### config.mk
export PLATFORM = sky130hd
export DESIGN_NAME = osr_top
export DESIGN_NICKNAME = d
export VERILOG_FILES = /design/src/osr_pkg.sv /design/src/osr_tick_if.sv /design/src/osr_clk_div.sv /design/src/osr_top.sv
export VERILOG_INCLUDE_DIRS = /design/src
export SDC_FILE = /design/constraint.sdc
export NUM_CORES = 1
export LEC_CHECK = 0
export ABC_AREA = 0
export CAP_MARGIN = 5
export CORE_MARGIN = 2
export CORE_UTILIZATION = 40
export CTS_CLUSTER_DIAMETER = 50
export DETAILED_ROUTE_END_ITERATION = 12
export DONT_BUFFER_PORTS = 1
export HOLD_SLACK_MARGIN = 0.02
export RECOVER_POWER = 50
export REMOVE_ABC_BUFFERS = 1
export SETUP_SLACK_MARGIN = 0.3
export SLEW_MARGIN = 10
export SYNTH_ARGS = -nofsm -noshare
export SYNTH_HDL_FRONTEND = slang
export SYNTH_SLANG_ARGS = --single-unit
### constraint.sdc
create_clock -name ref_clk -period 4.6 [get_ports ref_clk]
set_input_delay 0.23 -clock ref_clk [delete_from_list [all_inputs] [get_ports ref_clk]]
set_output_delay 0.23 -clock ref_clk [all_outputs]
set_load 0.01 [all_outputs]
### src/osr_consts.svh
// constants of the output serializer: register indices, field positions, reset values
// assumes inclusion by the package and the design files; definitions only
`ifndef OSR_CONSTS_SVH
`define OSR_CONSTS_SVH

// register indices; byte address is four times the index
`define OSR_IDX_TIMING 8'haa
`define OSR_IDX_HOLD 8'hab
`define OSR_IDX_PER_LO 8'hac
`define OSR_IDX_PER_HI 8'had
`define OSR_IDX_CTRL 8'hb0
`define OSR_IDX_STATUS 8'hb1

// timing register fields
`define OSR_GRP_MSB 7
`define OSR_GRP_LSB 5
`define OSR_EDGE_MSB 4
`define OSR_EDGE_LSB 3
`define OSR_DIV_MSB 2
`define OSR_DIV_LSB 0

// control register fields
`define OSR_CTRL_EN_BIT 0
`define OSR_CTRL_EOD_MSB 2
`define OSR_CTRL_EOD_LSB 1

// reset values
`define OSR_RST_BYTE 8'h00
`define OSR_RST_HI 7'h00
`define OSR_RST_EMPTY 1'b1

`endif

### src/osr_pkg.sv
// types of the output serializer
// assumes osr_consts.svh is on the include path
package osr_pkg;
    `include "osr_consts.svh"

    typedef enum logic [1:0] {
        EOD_SHUTDOWN = 2'h0,
        EOD_REPEAT = 2'h1,
        EOD_ZEROS = 2'h2,
        EOD_ONES = 2'h3
    } osr_eod_t;

    typedef enum logic [1:0] {
        ST_IDLE,
        ST_RAMP_UP,
        ST_SEND,
        ST_RAMP_DOWN
    } osr_state_t;
endpackage : osr_pkg

### src/osr_tick_if.sv
// link between the serializer core and its clock divider
// assumes both ends share ref_clk
interface osr_tick_if;
    logic [2:0] div;
    logic tick;
    modport src (input div, output tick);
    modport dst (output div, input tick);
endinterface : osr_tick_if

### src/osr_clk_div.sv
// serializer clock divider: one tick every div+1 system clocks
// assumes synchronous active high reset and a clock enable from the top
module osr_clk_div
    import osr_pkg::*;
(
    // clock and control
    input wire logic ref_clk,
    input wire logic rst,
    input wire logic ce,
    // tick toward the core
    osr_tick_if.src tk
);
    logic [2:0] cnt;

    assign tk.tick = ce && (cnt >= tk.div);

    always_ff @(posedge ref_clk) begin
        if (rst) begin
            cnt <= 3'h0;
        end else if (ce) begin
            cnt <= tk.tick ? 3'h0 : cnt + 3'h1;
        end
    end

    property p_div_one;
        @(posedge ref_clk) disable iff (rst)
        (ce && tk.div == 3'h0) |-> tk.tick;
    endproperty
    a_div_one: assert property (p_div_one) else $error("divide by one lost a tick");

    property p_div_gap;
        @(posedge ref_clk) disable iff (rst)
        tk.tick ##1 (ce && tk.div != 3'h0 && tk.div == $past(tk.div)) |-> !tk.tick;
    endproperty
    a_div_gap: assert property (p_div_gap) else $error("ticks too close together");
endmodule : osr_clk_div

### src/osr_top.sv
// output serializer timing and data feed, with its APB register slave
// assumes one clock, synchronous reset, APB master on the same clock
// What this block does
// - groups of 1 to 8 symbols, field 7:5
// - group field holds symbol count minus one
// - group size taken when holding byte written
// - ramp lasts 8 x (div+1) x (edge+1) clocks
// - serializer clock is system clock over div+1
// - holding write clears the empty flag
// - one registered pulse after each holding write
// - group byte sent least significant bit first
// - low period byte at index 0xac
// - upper seven period bits at index 0xad
// - one symbol per period x (div+1) clocks; period 0 acts as 1
// - period high bit 7 reads zero, ignores writes
// - one byte pipeline with empty-flag handshake
// - out of data: shutdown, repeat, zeros, ones
`include "osr_consts.svh"
module osr_top
    import osr_pkg::*;
#(
    parameter int ADDR_W = 12
) (
    // clock, reset, enable
    input wire logic ref_clk,
    input wire logic rst,
    input wire logic ce,
    // apb slave
    input wire logic psel,
    input wire logic penable,
    input wire logic pwrite,
    input wire logic [ADDR_W-1:0] paddr,
    input wire logic [31:0] pwdata,
    output logic [31:0] prdata,
    output logic pready,
    output logic pslverr,
    // amplifier and oscillator controls
    output logic pa_on,
    output logic pa_ramp_up,
    output logic pa_ramp_down,
    output logic lc_oscillator_on,
    output logic divider_on,
    // symbol stream
    output logic symbol_data,
    output logic symbol_strobe,
    output logic data_write_pulse,
    output logic holding_empty
);
    osr_tick_if tk ();

    logic [7:0] serializer_timing_config;
    logic [7:0] symbol_group_holding;
    logic [7:0] symbol_period_low;
    logic [6:0] symbol_period_high;
    logic enable;
    osr_eod_t eod;
    logic [2:0] hold_len;
    logic hold_valid;
    logic rd_done;
    logic [31:0] next_rdata;
    logic [7:0] idx;
    logic addr_hi_zero;
    logic mapped;
    logic access;
    logic wr;
    logic wr_data;
    logic take;

    osr_state_t state;
    logic [7:0] shift_q;
    logic [7:0] last_byte;
    logic [2:0] cur_len;
    logic [2:0] sym_idx;
    logic [14:0] per_cnt;
    logic [4:0] ramp_cnt;
    logic [14:0] period;
    logic [14:0] period_m1;
    logic [4:0] ramp_last;
    logic sym_end;
    logic group_last;

    osr_clk_div u_div (
        .ref_clk(ref_clk),
        .rst(rst),
        .ce(ce),
        .tk(tk)
    );

    assign tk.div = serializer_timing_config[`OSR_DIV_MSB:`OSR_DIV_LSB];

    // apb decode
    assign idx = paddr[9:2];
    assign addr_hi_zero = (ADDR_W <= 10) ? 1'b1 : (paddr >> 10) == '0;
    always_comb begin
        mapped = addr_hi_zero;
        next_rdata = 32'h0000_0000;
        case (idx)
            `OSR_IDX_TIMING: next_rdata[7:0] = serializer_timing_config;
            `OSR_IDX_HOLD: next_rdata[7:0] = symbol_group_holding;
            `OSR_IDX_PER_LO: next_rdata[7:0] = symbol_period_low;
            `OSR_IDX_PER_HI: next_rdata[7:0] = {1'b0, symbol_period_high};
            `OSR_IDX_CTRL: next_rdata[2:0] = {eod, enable};
            `OSR_IDX_STATUS: next_rdata[2:0] = {hold_valid, state != ST_IDLE, holding_empty};
            default: mapped = 1'b0;
        endcase
        if (!addr_hi_zero) begin
            next_rdata = 32'h0000_0000;
        end
    end

    assign pready = penable && ce && rd_done;
    assign pslverr = pready && !mapped;
    assign access = psel && pready;
    assign wr = access && pwrite && mapped;
    assign wr_data = wr && idx == `OSR_IDX_HOLD;

    // read data captured once per transfer
    always_ff @(posedge ref_clk) begin
        if (rst) begin
            prdata <= 32'h0000_0000;
            rd_done <= 1'b0;
        end else if (ce) begin
            if (access) begin
                rd_done <= 1'b0;
            end else if (psel && !rd_done) begin
                prdata <= pwrite ? 32'h0000_0000 : next_rdata;
                rd_done <= 1'b1;
            end
        end
    end

    // configuration registers
    always_ff @(posedge ref_clk) begin
        if (rst) begin
            serializer_timing_config <= `OSR_RST_BYTE;
            symbol_period_low <= `OSR_RST_BYTE;
            symbol_period_high <= `OSR_RST_HI;
            enable <= 1'b0;
            eod <= EOD_SHUTDOWN;
        end else if (ce && wr) begin
            case (idx)
                `OSR_IDX_TIMING: serializer_timing_config <= pwdata[7:0];
                `OSR_IDX_PER_LO: symbol_period_low <= pwdata[7:0];
                `OSR_IDX_PER_HI: symbol_period_high <= pwdata[6:0];
                `OSR_IDX_CTRL: begin
                    enable <= pwdata[`OSR_CTRL_EN_BIT];
                    eod <= osr_eod_t'(pwdata[`OSR_CTRL_EOD_MSB:`OSR_CTRL_EOD_LSB]);
                end
                default: ;
            endcase
        end
    end

    // holding register, group size snapshot and notification pulse
    always_ff @(posedge ref_clk) begin
        if (rst) begin
            symbol_group_holding <= `OSR_RST_BYTE;
            hold_len <= 3'h0;
            data_write_pulse <= 1'b0;
        end else if (ce) begin
            data_write_pulse <= wr_data;
            if (wr_data) begin
                symbol_group_holding <= pwdata[7:0];
                hold_len <= serializer_timing_config[`OSR_GRP_MSB:`OSR_GRP_LSB];
            end
        end
    end

    // one byte pipeline handshake
    always_ff @(posedge ref_clk) begin
        if (rst) begin
            holding_empty <= `OSR_RST_EMPTY;
            hold_valid <= 1'b0;
        end else if (ce) begin
            if (wr_data) begin
                holding_empty <= 1'b0;
            end else if (take) begin
                holding_empty <= 1'b1;
            end
            hold_valid <= data_write_pulse || (hold_valid && !take);
        end
    end

    // symbol timing
    assign period = {symbol_period_high, symbol_period_low};
    assign period_m1 = (period == 15'h0000) ? 15'h0000 : period - 15'h0001;
    assign sym_end = tk.tick && per_cnt >= period_m1;
    assign group_last = sym_idx >= cur_len;
    assign ramp_last = {serializer_timing_config[`OSR_EDGE_MSB:`OSR_EDGE_LSB], 3'h7};

    // a fresh byte is never taken in the cycle it is written or announced
    assign take = ce && enable && hold_valid && !wr_data && !data_write_pulse
        && (state == ST_IDLE || (state == ST_SEND && sym_end && group_last));

    // serializer sequencer
    always_ff @(posedge ref_clk) begin
        if (rst) begin
            state <= ST_IDLE;
            shift_q <= 8'h00;
            last_byte <= 8'h00;
            cur_len <= 3'h0;
            sym_idx <= 3'h0;
            per_cnt <= 15'h0000;
            ramp_cnt <= 5'h00;
            symbol_strobe <= 1'b0;
        end else if (ce) begin
            symbol_strobe <= 1'b0;
            case (state)
                ST_IDLE: begin
                    ramp_cnt <= 5'h00;
                    if (take) begin
                        shift_q <= symbol_group_holding;
                        last_byte <= symbol_group_holding;
                        cur_len <= hold_len;
                        state <= ST_RAMP_UP;
                    end
                end
                ST_RAMP_UP: begin
                    if (!enable) begin
                        state <= ST_RAMP_DOWN;
                        ramp_cnt <= 5'h00;
                    end else if (tk.tick) begin
                        ramp_cnt <= ramp_cnt + 5'h01;
                        if (ramp_cnt >= ramp_last) begin
                            state <= ST_SEND;
                            per_cnt <= 15'h0000;
                            sym_idx <= 3'h0;
                            symbol_strobe <= 1'b1;
                        end
                    end
                end
                ST_SEND: begin
                    if (!enable) begin
                        state <= ST_RAMP_DOWN;
                        ramp_cnt <= 5'h00;
                    end else if (sym_end) begin
                        per_cnt <= 15'h0000;
                        symbol_strobe <= 1'b1;
                        if (!group_last) begin
                            shift_q <= {1'b0, shift_q[7:1]};
                            sym_idx <= sym_idx + 3'h1;
                        end else begin
                            sym_idx <= 3'h0;
                            if (take) begin
                                shift_q <= symbol_group_holding;
                                last_byte <= symbol_group_holding;
                                cur_len <= hold_len;
                            end else begin
                                case (eod)
                                    EOD_REPEAT: shift_q <= last_byte;
                                    EOD_ZEROS: shift_q <= 8'h00;
                                    EOD_ONES: shift_q <= 8'hff;
                                    default: begin
                                        state <= ST_RAMP_DOWN;
                                        ramp_cnt <= 5'h00;
                                        symbol_strobe <= 1'b0;
                                    end
                                endcase
                            end
                        end
                    end else if (tk.tick) begin
                        per_cnt <= per_cnt + 15'h0001;
                    end
                end
                ST_RAMP_DOWN: begin
                    if (tk.tick) begin
                        ramp_cnt <= ramp_cnt + 5'h01;
                        if (ramp_cnt >= ramp_last) begin
                            state <= ST_IDLE;
                        end
                    end
                end
                default: state <= ST_IDLE;
            endcase
        end
    end

    // power sequencing follows the sequencer state
    assign symbol_data = shift_q[0];
    assign pa_ramp_up = state == ST_RAMP_UP;
    assign pa_ramp_down = state == ST_RAMP_DOWN;
    assign pa_on = state != ST_IDLE;
    assign lc_oscillator_on = state != ST_IDLE;
    assign divider_on = state != ST_IDLE;

    property p_write_clears_empty;
        @(posedge ref_clk) disable iff (rst)
        wr_data |=> !holding_empty;
    endproperty
    a_write_clears_empty: assert property (p_write_clears_empty) else $error("empty flag not cleared");

    property p_pulse_after_write;
        @(posedge ref_clk) disable iff (rst)
        wr_data |=> data_write_pulse && symbol_group_holding == $past(pwdata[7:0]) ##1 !data_write_pulse;
    endproperty
    a_pulse_after_write: assert property (p_pulse_after_write) else $error("notify pulse wrong");

    property p_take_sets_empty;
        @(posedge ref_clk) disable iff (rst)
        take |=> holding_empty && !hold_valid;
    endproperty
    a_take_sets_empty: assert property (p_take_sets_empty) else $error("transfer did not free holding");

    property p_size_latched;
        @(posedge ref_clk) disable iff (rst)
        wr_data |=> hold_len == $past(serializer_timing_config[7:5]);
    endproperty
    a_size_latched: assert property (p_size_latched) else $error("group size not captured");

    property p_len_loaded;
        @(posedge ref_clk) disable iff (rst)
        take |=> cur_len == $past(hold_len) && shift_q == $past(symbol_group_holding);
    endproperty
    a_len_loaded: assert property (p_len_loaded) else $error("group not loaded");

    property p_lsb_first;
        @(posedge ref_clk) disable iff (rst)
        (state == ST_SEND && enable && sym_end && !group_last) |=> shift_q == {1'b0, $past(shift_q[7:1])};
    endproperty
    a_lsb_first: assert property (p_lsb_first) else $error("shift order wrong");

    property p_period_count;
        @(posedge ref_clk) disable iff (rst)
        (state == ST_SEND && enable && tk.tick && per_cnt < period_m1) |=> per_cnt == $past(per_cnt) + 15'h0001;
    endproperty
    a_period_count: assert property (p_period_count) else $error("period counter stalled");

    property p_ramp_end;
        @(posedge ref_clk) disable iff (rst)
        (state == ST_RAMP_UP && enable && tk.tick && ramp_cnt == ramp_last) |=> state == ST_SEND && symbol_strobe;
    endproperty
    a_ramp_end: assert property (p_ramp_end) else $error("ramp up did not end");

    property p_hi_bit7;
        @(posedge ref_clk) disable iff (rst)
        (pready && psel && !pwrite && idx == `OSR_IDX_PER_HI) |-> prdata == {24'h0, 1'b0, symbol_period_high};
    endproperty
    a_hi_bit7: assert property (p_hi_bit7) else $error("reserved bit read as one");

    property p_eod_zeros;
        @(posedge ref_clk) disable iff (rst)
        (state == ST_SEND && enable && sym_end && group_last && !take && eod == EOD_ZEROS) |=> shift_q == 8'h00;
    endproperty
    a_eod_zeros: assert property (p_eod_zeros) else $error("zero fill missing");

    c_take_in_send: cover property (@(posedge ref_clk) disable iff (rst) take && state == ST_SEND);
    c_ramp_down: cover property (@(posedge ref_clk) disable iff (rst) state == ST_SEND ##1 state == ST_RAMP_DOWN);
    c_repeat: cover property (@(posedge ref_clk) disable iff (rst) sym_end && group_last && !take && eod == EOD_REPEAT);
    c_five_sym: cover property (@(posedge ref_clk) disable iff (rst) take && hold_len == 3'h4);
endmodule : osr_top

* Word level (Yosys, flattened, before mapping)
Index checks and enable logic that the tools add are counted.
** Storage, ports and cells
- Output and inout bits :: 43
- Bits in registers :: 121
- Input port bits :: 50
- Logic and storage cells :: 181
** Operators by class
- Add/subtract/negate cells :: 5
- $lt $le $gt $ge :: 4
- Eq/ne operators :: 29
- Multiplexer cells :: 71
- Bitwise logic cells :: 1
- Reduce and logical (&&, ||, !) cells :: 50
** Operators with widths (number)
- $mux 15 :: 7
- $mux 8 :: 10
- $eq 8x8->1 const B :: 6
- $pmux 5 s4 :: 2
- $mux 5 :: 7
- $mux 3 :: 11
- $mux 32 :: 1
- $pmux 8 s2 :: 2
- $pmux 15 s2 :: 1
- $pmux 8 s3 :: 1
- $mux 2 :: 11
- $logic_and 1x1->1 :: 19
- $ne 3x3->1 const B :: 6
- $pmux 3 s6 :: 1
- $add 15x1->15 const B :: 1
- $ge 15x15->1 :: 1
- $logic_not 15->1 :: 1
- $sub 15x1->15 const B :: 1
- $reduce_and 2->1 :: 7
- $reduce_and 7->1 :: 2
- $mux 1 :: 13
- $logic_not 12->1 :: 1
- $pmux 3 s2 :: 2
- $ne 2x1->1 const B :: 5
- 22 further kinds :: 41

* Logic depth before layout (Yosys ltp)
Gate-level depths: netlist (run 1).
- Word-level depth :: 15
- Depth in mapped cells :: 17
- Depth with buffers taken out :: 15

* By module
From an unflattened synthesis (run 1), not the netlist that was laid out.
** Unflattened totals
- Cell total of the unflattened synthesis :: 697
- Area total of the unflattened synthesis :: 5728.0 um2
** By module, submodules not included
- osr_top :: cells each 671, area each 5492.8 um2, seq. area each 1881.8 um2, times used 1
- osr_clk_div :: cells each 26, area each 235.2 um2, seq. area each 60.1 um2, times used 1

* Worst setup path before layout (run 1)
Ideal clock, no wire load.
- Path type :: register -> register
- From :: register symbol_period_low[4]
- To :: register symbol_strobe
- Cell stages (with the launch flop) :: 16
- Data required time :: 4530 ps
- Data arrival time :: 3720 ps
- Slack :: 810 ps
- Path buffers :: 1
- Cells stage by stage :: dfxtp_1 or4_1 nor2_1 nand2_1 or4_1 nand2b_1 and2_1 ha_1 nor2b_1 o21ai_0 a21oi_1 o31ai_1 a41oi_1 buf_2 a311o_1 a21oi_1
** On the way
- Longest elaborated chain between the ends :: 13
- Elaborated cells between the ends (all ways) :: 14
- Those cells by class :: add/sub (1); order compare (1); mux (6); reduce/logical (6)
** Ends and longest elaborated chain
- from (decl) :: RTL line osr_top.sv:53 : logic [7:0] symbol_period_low;
- from (signal assigned) :: RTL line osr_top.sv:136 : symbol_period_low <= `OSR_RST_BYTE;
- from (signal assigned) :: RTL line osr_top.sv:143 : `OSR_IDX_PER_LO: symbol_period_low <= pwdata[7:0];
- $sub 15x1->15 / $logic_not 15->1 (equally long branches) :: RTL line osr_top.sv:186 : assign period_m1 = (period == 15'h0000) ? 15'h0000 : period - 15'h0001;
- $mux 15 * :: RTL line osr_top.sv:186
- $ge 15x15->1 * :: RTL line osr_top.sv:187 : assign sym_end = tk.tick && per_cnt >= period_m1;
- $logic_and 1x1->1 * :: RTL line osr_top.sv:187
- $logic_and 1x1->1 (2 in a row) :: RTL line osr_top.sv:193 : && (state == ST_IDLE || (state == ST_SEND && sym_end && group_last));
- $logic_or 1x1->1 :: RTL line osr_top.sv:193
- $logic_and 1x1->1 :: RTL line osr_top.sv:193
- $mux 1 :: RTL line osr_top.sv:244 : if (take) begin
- $mux 1 :: RTL line osr_top.sv:239 : if (!group_last) begin
- $mux 1 * :: RTL line osr_top.sv:236 : end else if (sym_end) begin
- $mux 1 * :: RTL line osr_top.sv:233 : if (!enable) begin
- $pmux 1 s2 * :: RTL line osr_top.sv:208 : case (state)
- to (signal assigned) :: RTL line osr_top.sv:205 : symbol_strobe <= 1'b0;
- to (signal assigned) :: RTL line osr_top.sv:207 : symbol_strobe <= 1'b0;
- to (signal assigned) :: RTL line osr_top.sv:238 : symbol_strobe <= 1'b1;
- to (decl) :: RTL line osr_top.sv:45 : output logic symbol_strobe,
Mark *: on every way between the ends. The rest lies on a longest branch, timed or not.
A chain may end at the register's enable or synchronous reset.

* Worst setup path after layout (run 1)
- From :: register symbol_period_low[4]
- To :: register cur_len[0]
** On the way
- Longest elaborated chain between the ends :: 13
- Elaborated cells between the ends (all ways) :: 16
- Those cells by class :: add/sub (1); order compare (1); eq/ne (1); mux (6); reduce/logical (7)
** Ends and longest elaborated chain
- $sub 15x1->15 / $logic_not 15->1 (equally long branches) :: RTL line osr_top.sv:186
- $mux 15 * :: RTL line osr_top.sv:186
- $ge 15x15->1 * :: RTL line osr_top.sv:187
- $logic_and 1x1->1 * :: RTL line osr_top.sv:187
- $logic_and 1x1->1 (2 in a row) :: RTL line osr_top.sv:193
- $logic_or 1x1->1 :: RTL line osr_top.sv:193
- $logic_and 1x1->1 :: RTL line osr_top.sv:193
- $mux 3 (4 in a row)
- $pmux 3 s2
- to (signal assigned) :: RTL line osr_top.sv:214 : cur_len <= hold_len;
- to (signal assigned) :: RTL line osr_top.sv:247 : cur_len <= hold_len;
- to (decl) :: RTL line osr_top.sv:72 : logic [2:0] cur_len;
Mark *: on every way between the ends. The rest lies on a longest branch, timed or not. The select of a mux whose other input is x is not followed.

==> key figures, run 1 <==
Setup path
  – FF-to-FF path depth: 18
  – FF-to-FF setup slack: around 0.52 ns
  – Critical-path top delay cell: or4_1
  – Crit-path leading delay family: simple AND/OR/NAND/NOR gates
  – Largest stage delay, worst path: between 0.5 and 0.6 ns
  – RR Endpoint: cur_len[0]$_SDFFE_PP0P_
  – Crit. End Element: flop
  – R2r startpoint: symbol_period_low[4]$_SDFFE_PP0P_
  – Critical path peak fanout: 8
  – Critical Path RT: roughly 4.8 ns
  – Arrival time at the worst endpoint: about 4.3 ns
  – CP startpoint: symbol_period_low[4]$_SDFFE_PP0P_
  – Startpoint class of the critical path: flop
  – CP bufs+invs: 3
  – Setup CP Type: flop to flop
  – Critical path cell sequence: or4_1, nor2_2, nand2_2, or4_1, nand2b_4, buf_4, nand2_1, ha_1, a21oi_1, o21ai_0, a21oi_1, o31ai_1, buf_4, a41oi_4, nand2b_4, clkbuf_4, mux2i_1, nor2_1

Synthesis
  – Synth area leader: dfxtp_1
  – Area contributors post-synth: dfxtp_1 34%, mux2i_1 8.7%, ha_1 7.5%
  – Sequential share of the synthesized area: 34.26%
  – Syn Inst Count: a little under 700
  – Post-synth EDFFs: 0
  – Yosys reg bits: 97
  – Unique masters post-synth: 71
  – Yosys top cell area share: between 30% and 40%
  – Most instantiated library cell after synthesis: nor2_1
  – Async SR Flop Fraction: 0%
  – Synthesized area per cell: between 8 and 9 sq um
  – Post-Syn Area: 5668 sq um
  – Synth warn: 0
  – Post-synth top flop: dfxtp_1
  – Synth top cells by count: 108 x nor2_1, 97 x dfxtp_1, 70 x nand2_1, 54 x a21oi_1, 49 x mux2i_1

Global route
  – Initial antenna violation count: 0
  – Vias in the first global route: 4604
  – Grt total ovfl: 0
  – GRT Total Usage: a little under a fifth
  – Largest net degree at the start of global routing: about 80
  – First-pass GRT wire length: 22710 microns

STA
  – Max Clock Freq: approximately 240 MHz
  – Max Transition Viols Final: 20
  – RSZ-0062 raised after global routing: no
  – Setup Skew: approximately 0.011 ns
  – Least-Margin Pin Slew: 1.773 ns
  – Worst slew margin: -19.83%
  – Fin. Hold Viols: 0
  – Final setup margin: 0.5180 ns
  – Fin Setup TNS: 0 ns
  – Share of the clock period used by the worst path: about nine tenths
  – Tmin final: just over 4 ns
  – Setup-failing EPs final: 0

Outcome
  – Status: finished with violations
  – Violated checks: max-capacitance violations, max-slew violations

Floorplanning
  – Initial Util: around two fifths
  – Core ar.: between 10000 and 15000 sq um
  – Rows: 43
  – Die height: 123.0 microns
  – Die area: around 15000 sq um
  – Die X: about 120 microns
  – # IOs: just over 90

Min path
  – Hold_sp: pwdata[2]
  – Hold path endpoint: symbol_period_low[2]$_SDFFE_PP0P_
  – WHS Path Cells: 2
  – Hold Path Class: input port to flop

Power and ir drop
  – Tot Pwr: between 1.5 and 2 mW
  – Peak supply drop: around 230 uV
  – PwrDens: between 200 and 300 nW/um^2
  – Leak: around 2.6 nW

Clock network
  – Root buffer cell: clkbuf_16
  – Clock buffer count from CTS: 9
  – Sink Count: 97
  – CTS max path bufs: 2
  – Clock latency on the worst-skew pair: about 0.35 ns
  – CTS tree: yes
  – Clock transition at path regs: about 0.070 ns
  – Htree depth: 3

Routing
  – DRC viols: 0
  – Vias: around 4800
  – TritonRoute pass-1 iters: 5
  – Detail Route Antenna Nets: 0
  – Via density: about 5.5
  – DRT iter0 DRCs: 332
  – WL per Instance: between 15 and 20 microns
  – Total Wirelength: 13750 microns

Place
  – Placed Area: roughly 5700 sq um
  – Routability cong.: roughly 0.9
  – DP Wirelength: between 9000 and 10000 microns
  – Port Buffers: 0
  – Setup WS pre-CTS: approximately 0.20 ns

Layout
  – Layout cells sized above 1: 6.628%
  – Layout fillers: around 1400
  – Inserted Diodes: 0
  – Cell area after layout: 6165 sq um
  – Fin nets: about 770
  – Area grow syn2layout: 8.764%

Flow run
  – Maxcap violations: 2
[worst max path at each step]
stage                                endpoint  slack (ns)  cells past startpoint
finish                cur_len[0]$_SDFFE_PP0P_        0.52                     18
global route        last_byte[0]$_SDFFE_PP0P_        0.27                     18
CTS                   sym_idx[2]$_SDFFE_PP0P_        0.31                     15
detailed placement    shift_q[6]$_SDFFE_PP0P_        0.20                     16
global placement      sym_idx[1]$_SDFFE_PP0P_        0.29                     15
floorplan             cur_len[0]$_SDFFE_PP0P_        0.26                     15
[registers in the layout, summed over array words and instances (netlist names), 7 cells and up]
register	flops
per_cnt	15
last_byte	8
prdata	8
serializer_timing_config	8
shift_q	8
symbol_group_holding	8
symbol_period_low	8
symbol_period_high	7
[metal layers]
layer  GRT usage, %  part of all wire, %
met3          4.797                  4.8
met4          5.895                  1.7
met5              0                    0
met1          24.35                   46
met2          31.98                   48
[cell families after synthesis]
logic type / Yosys count / synth area share (%)
compound gates: 138 / 15.76
other cells: 1 / 0.06616
buf+inv: 91 / 8.190
xor+xnor: 27 / 4.172
mux: 49 / 8.653
fa+ha+maj: 34 / 7.506
simple gates: 259 / 21.39
flops: 97 / 34.26
[stage by stage]
stage	hold slack, ns	instances	util, %
floorplan	0.2991	659	-
global route	0.02769	874	44.41
detailed placement	0.3165	848	41.06
CTS	0.02083	872	43.89
global placement	0.3116	848	41.06
finish	0.02819	874	44.41
[report_power, final]
part           leakage [nW]  internal [mW]  switching (mW)  total [mW]
Clock                 0.136          0.386           0.344       0.731
Sequential            0.781          0.840         0.00102       0.841
Combinational          1.66         0.0179          0.0361      0.0540
Total                  2.57           1.24           0.381        1.63
[final cells by class]
cell class              instances  area, sq um  share of cell area, %
clock buffers                  10        239.0                  3.877
inverters                      31        116.4                  1.888
well taps                     180        225.2                  3.653
repair buffers                 19        183.9                  2.984
flip-flops and latches         97         1942                  31.50
multi-input cells             531         3412                  55.35
clock inverters                 6        46.29                 0.7510
[timing repair]
item                                    4_1_cts  5_1_grt
endpoints found under the setup margin       34       44
hold buffers                                  8        0
resized for setup                             4       16
pin swaps                                     0        1
hold endpoints to repair                     78        0
gates cloned                                  0        1
buffers inserted                              0        1
[placed cells by master (no fill, tap or decap), types with 16 or more instances in the layout]
| master | Yosys | layout |
|---|---|---|
| nor2_1 | 108 | 106 |
| dfxtp_1 | 97 | 97 |
| nand2_1 | 70 | 69 |
| a21oi_1 | 54 | 53 |
| mux2i_1 | 49 | 49 |
| ha_1 | 34 | 34 |
| inv_1 | 30 | 30 |
| conb_1 | 1 | 24 |
| o21ai_0 | 23 | 22 |
| xor2_1 | 19 | 19 |
| nand3_1 | 16 | 16 |
Power figures use the tool's default switching activity.
==> inputs of run 2 (changes only) <==
Settings changed: RECOVER_POWER 50 to 100.
==> run 2 against run 1 <==
  * The run still ends with max-capacitance violations, max-slew violations left
  * Non-clock buffer count unchanged
  * Flip-flop and latch count unchanged
  * Setup slack got worse by 0.038 ns
  * Via count about the same
  * Fmax decreased by 0.91%
  * Critical path type unchanged
==> key figures, run 2 (synthesis gave the netlist of run 1 again) <==
Outcome
  – Status: finished with violations
  – Violated checks: max-capacitance violations, max-slew violations

Power and ir drop
  – PwrDens: 263.9 nW/um^2
  – Leak: ~2.6 nW
  – Net Sw Frac: approximately a quarter
  – Share of total power in the clock network: between 40% and 50%
  – Seq pwr share: between 50% and 60%
  – Switch Pwr: 380.9 uW
  – Peak supply drop: about 230 uV
  – Internal power: 1.244 mW
  – Comb pwr share: between 3 and 4%

Global route
  – Vias in the first global route: roughly 4600
  – Grt total ovfl: 0
  – GRT Total Usage: 19.15%
  – First-pass GRT wire length: 22710 microns
  – Initial antenna violation count: 0
  – Largest net degree at the start of global routing: 79

Routing
  – Total Wirelength: ~14000 microns
  – Vias: ~4800
  – DRC viols: 0
  – WL per Instance: 15.73 microns
  – Detail Route Antenna Nets: 0
  – Via density: around 5.5
  – DRT iter0 DRCs: 334
  – TritonRoute pass-1 iters: 5

Clock network
  – Clock transition at path regs: 0.07 ns
  – CTS tree: yes
  – Htree depth: 3
  – Sink Count: just under 100
  – Clock latency on the worst-skew pair: ~0.35 ns
  – Root buffer cell: clkbuf_16
  – Clock buffer count from CTS: 9
  – CTS max path bufs: 2

Min path
  – Hold Path Class: input port to flop

Layout
  – Inserted Diodes: 0
  – Largest Register: per_cnt
  – Final core utilization: between 40% and 50%
  – Commonest non-fill, non-tap cell in the layout: nor2_1
  – Area grow syn2layout: 8.676%
  – Largest register FFs: 15
  – Layout cells sized above 1: 6.340%
  – Fin nets: ~770
  – Most frequent cells in the layout: 107 x nor2_1, 97 x dfxtp_1, 70 x nand2_1, 53 x a21oi_1, 49 x mux2i_1

Floorplanning
  – Die height: approximately 120 microns
  – Initial Util: slightly above 40%
  – Die X: 123.0 microns
  – Rows: 43
  – Die area: ~15000 sq um
  – Core ar.: ~14000 sq um
  – # IOs: 93

STA
  – Fin. Hold Viols: 0
  – Worst slew margin: -19.83%
  – Least-Margin Pin Slew: 1.773 ns
  – Max Transition Viols Final: 20
  – Share of the clock period used by the worst path: between 80 and 90%
  – Setup-failing EPs final: 0
  – Max Clock Freq: between 200 and 250 MHz
  – Final setup margin: a little under 0.5 ns
  – Setup Skew: between 0.01 and 0.015 ns
  – Tmin final: between 4 and 5 ns
  – Fin Setup TNS: 0 ns
  – RSZ-0062 raised after global routing: no

Setup path
  – FF-to-FF setup slack: roughly 0.48 ns
  – Crit. End Element: flop
  – Critical Path RT: between 4 and 5 ns
  – Arrival time at the worst endpoint: 4.35 ns
  – Critical path peak fanout: 8
  – Setup CP Type: flop to flop
  – Startpoint class of the critical path: flop

Flow run
  – Maxcap violations: 2

Place
  – Port Buffers: 0
  – Setup WS pre-CTS: 0.2045 ns
  – Routability cong.: about 0.89
  – DP Wirelength: about 10000 microns
[run 2: area by class of cell]
class / count / area [sq um]
Clock inverter: 6 / 46.29
Multi-Input combinational cell: 531 / 3407
Timing Repair Buffer: 19 / 183.9
Clock buffer: 10 / 239.0
Fill cell: 1390 / 7721
Sequential cell: 97 / 1942
Tap cell: 180 / 225.2
Inverter: 31 / 116.4
[run 2: final timing paths]
path | startpoint | end | depth (start not counted)
hold / removal | pwdata[2] | symbol_period_low[2]$_SDFFE_PP0P_ | 2
setup reg to reg | symbol_period_low[4]$_SDFFE_PP0P_ | cur_len[0]$_SDFFE_PP0P_ | 18
hold reg to reg | hold_len[2]$_SDFFE_PP0P_ | hold_len[2]$_SDFFE_PP0P_ | 2
setup / recovery | symbol_period_low[4]$_SDFFE_PP0P_ | cur_len[0]$_SDFFE_PP0P_ | 18
[run 2: critical path: stages, from the launching register on]
cell and delay (ns):
dfxtp_1 0.35, or4_1 0.56, nor2_1 0.15, nand2_1 0.13, or4_1 0.54, nand2b_4 0.20, buf_4 0.16, nand2_1 0.06
ha_1 0.25, a21oi_1 0.14, o21ai_0 0.10, a21oi_1 0.20, o31ai_1 0.12, buf_4 0.18, a41oi_4 0.22, nand2b_4 0.19
clkbuf_4 0.20, mux2i_1 0.19, nor2_1 0.05
[run 2: layer usage]
metal / share of wire, % / vias to the layer above / GRT usage, %
met1: 46 / 2270 / 24.35
li1: - / 2377 / -
met3: 4.3 / 22 / 4.797
met5: 0 / - / 0
met4: 1.7 / 0 / 5.895
met2: 48 / 126 / 31.98
[run 2: metrics by stage]
step	hold slack, ns	instances	total power [mW]	area [sq um]
6_report	0.02876	874	1.625	6160
2_1_floorplan	0.2991	659	0.8883	5406
5_1_grt	0.02769	874	1.677	6160
3_3_place_gp	0.3116	848	0.8926	5699
4_1_cts	0.02083	872	1.641	6092
3_5_place_dp	0.3165	848	0.8932	5699
[run 2: timing repair]
item                                   in CTS  in global routing
setup endpoints to repair                  34                 44
hold buffers                                8                  0
buffers inserted                            0                  1
gates resized for setup                     4                 16
pin swaps                                   0                  1
endpoints found under the hold margin      78                  0
cloned                                      0                  1
[run 2: power by group through the flow]
stage,Sequential [mW],Clock [mW],Combinational [mW]
2_1_floorplan,0.860,0,0.0280
3_3_place_gp,0.860,0,0.0321
3_5_place_dp,0.861,0,0.0327
4_1_cts,0.841,0.747,0.0531
5_1_grt,0.841,0.776,0.0594
6_report,0.841,0.730,0.0540
==> inputs of run 3 (changes only) <==
--- a/config.mk
+++ b/config.mk
@@ -16,3 +16,3 @@
 export HOLD_SLACK_MARGIN = 0.02
-export RECOVER_POWER = 100
+export RECOVER_POWER = 25
 export REMOVE_ABC_BUFFERS = 1
==> constraint.sdc (replaced) <==
create_clock -name ref_clk -period 4.6 [get_ports ref_clk]
set_input_delay 0.92 -clock ref_clk [delete_from_list [all_inputs] [get_ports ref_clk]]
set_output_delay 0.92 -clock ref_clk [all_outputs]
set_load 0.01 [all_outputs]
==> run 3 against run 2 <==
  * The flow now finishes without violations
  * Combinational power down 36%
  * Global-route usage down 0.19 points
  * Sequential power about the same
  * Non-clock buffer count down 8
  * Count of clock-buffer cells in the layout down 1
  * Sequential share of layout area up 0.17 points
  * Highest routed layer unchanged
  * Hold slack better by 0.43 ns
  * Register-to-register slack better by 0.02 ns
  * Die area unchanged
  * Final cell count down 0.92%
  * Critical path type unchanged
  * Clock power up 14%
  * Clock skew down 0.0016 ns
  * Largest power group unchanged
==> key figures, run 3 (synthesis gave the netlist of run 1 again) <==
Setup path
  – Setup CP Type: flop to flop
  – Startpoint class of the critical path: flop
  – FF-to-FF setup slack: slightly below 0.5 ns
  – Critical-path top delay cell: or4_1
  – CP startpoint: symbol_period_low[4]$_SDFFE_PP0P_
  – Crit. End Element: flop
  – Critical Path RT: ~5 ns
  – Critical path peak fanout: 8
  – Largest stage delay, worst path: 0.58 ns
  – Critical path cell sequence: or4_1, nor2_2, nand2_2, or4_4, nand2b_4, and2_1, ha_1, nor2b_1, o21ai_0, a21oi_1, o31a_1, buf_4, o21ai_4, nand2_2, or3_1, a21oi_1
  – R2r startpoint: symbol_period_low[4]$_SDFFE_PP0P_
  – Arrival time at the worst endpoint: between 4 and 5 ns

Global route
  – Grt total ovfl: 0
  – Largest net degree at the start of global routing: 81
  – First-pass GRT wire length: ~23000 microns
  – GRT Total Usage: 18.96%
  – Initial antenna violation count: 0
  – Vias in the first global route: between 4000 and 5000

Routing
  – TritonRoute pass-1 iters: 5
  – WL per Instance: between 15 and 20 microns
  – Total Wirelength: ~14000 microns
  – DRT iter0 DRCs: around 270
  – Via density: between 5 and 6
  – Vias: ~4700
  – DRC viols: 0
  – Detail Route Antenna Nets: 0

Clock network
  – CTS hold repair buffers: 0
  – Root buffer cell: clkbuf_16
  – Htree depth: 3
  – CTS max path bufs: 2
  – Clock latency on the worst-skew pair: approximately 0.35 ns
  – Clock transition at path regs: around 0.07 ns
  – CTS tree: yes
  – Clock buffer count from CTS: 9
  – Sink Count: 97

STA
  – Final setup margin: around 0.5 ns
  – Worst slew margin: 34.68%
  – Setup-failing EPs final: 0
  – Least-Margin Pin Slew: ~1 ns
  – RSZ-0062 raised after global routing: no
  – Fin Setup TNS: 0 ns
  – Setup Skew: ~0.0094 ns
  – Fin. Hold Viols: 0
  – Max Transition Viols Final: 0
  – Tmin final: roughly 4.1 ns
  – Final Hold Slack: around 0.46 ns
  – Share of the clock period used by the worst path: between 80 and 90%
  – Max Clock Freq: approximately 240 MHz

Power and ir drop
  – PwrDens: around 280 nW/um^2
  – Internal power: 1.335 mW
  – Switch Pwr: roughly 370 uW
  – Seq pwr share: about 49%
  – Leak: ~2.5 nW
  – Comb pwr share: 2.0%
  – Peak supply drop: between 200 and 250 uV
  – Share of total power in the clock network: 48.7%
  – Net Sw Frac: 21.82%

Place
  – Setup WS pre-CTS: 0.1467 ns
  – Routability cong.: between 0.8 and 0.9
  – DP Wirelength: roughly 10000 microns
  – Port Buffers: 0

Layout
  – Fin nets: ~770
  – Largest Register: per_cnt
  – Layout cells sized above 1: between 7 and 8%
  – Inserted Diodes: 0
  – Most frequent cells in the layout: 106 x nor2_1, 97 x dfxtp_1, 69 x nand2_1, 54 x a21oi_1, 48 x mux2i_1
  – Area grow syn2layout: 8.080%
  – Largest register FFs: 15
  – Commonest non-fill, non-tap cell in the layout: nor2_1

Min path
  – Hold Path Class: flop to flop
  – Hold_sp: hold_len[2]$_SDFFE_PP0P_

Floorplanning
  – Initial Util: approximately two fifths
  – Die height: ~120 microns
  – Die area: ~15000 sq um
  – Die X: between 100 and 150 microns
  – Rows: 43
  – Core ar.: about 14000 sq um
  – # IOs: 93

Outcome
  – Status: complete, no violations

Flow run
  – Maxcap violations: 0
==> run 3: cell type report <==
class	instances	area, sq um
Sequential cell	97	1942
Tap cell	180	225.2
Clock buffer	9	225.2
Multi-Input combinational cell	531	3430
Fill cell	1428	7755
Clock inverter	7	101.3
Timing Repair Buffer	11	86.33
Inverter	31	116.4
==> run 3: critical path, delay by kind of cell (launching register included) <==
family / cells / cell delay [ns]
AOI/OAI and AO/OA: 5 / 1.07
adders and majority gates: 1 / 0.27
buffers and inverters: 1 / 0.21
DFF: 1 / 0.36
and+or+nand+nor: 9 / 2.12
==> run 3: per-stage QoR <==
stage	area (sq um)	power, mW	utilization (%)	instances
floorplan	5406	0.8883	-	659
global placement	5699	0.8926	41.06	848
detailed placement	5699	0.8931	41.06	848
CTS	6037	1.721	43.49	864
global route	6126	1.756	44.13	866
finish	6126	1.708	44.13	866
==> run 3: path summary, 6_finish.rpt <==
kind,end,cells after the start
setup / recovery,ramp_cnt[3]$_SDFFE_PP0P_,16
hold / removal,hold_len[2]$_SDFFE_PP0P_,2
setup reg to reg,ramp_cnt[3]$_SDFFE_PP0P_,16
hold reg to reg,hold_len[2]$_SDFFE_PP0P_,2
==> run 3: power by group through the flow <==
stage | Clock (mW) | Combinational, mW | Sequential [mW]
detailed placement | 0 | 0.0325 | 0.861
CTS | 0.848 | 0.0329 | 0.841
global placement | 0 | 0.0321 | 0.860
global route | 0.876 | 0.0389 | 0.841
floorplan | 0 | 0.0280 | 0.860
finish | 0.832 | 0.0346 | 0.841
==> run 3: timing repair <==
item                                    4_1_cts  5_1_grt
gates cloned                                  0        1
endpoints found under the setup margin       34       45
gates resized for setup                       5       16
setup buffers                                 0        1
pin swaps                                     0        1
==> run 3: routing by layer <==
metal  share of wire, %  track usage (%)  vias up
met2                 48            31.49      112
li1                   -                -     2351
met5                  0                0        -
met3                5.7            5.489       21
met4                1.8            5.611        0
met1                 45            23.86     2213
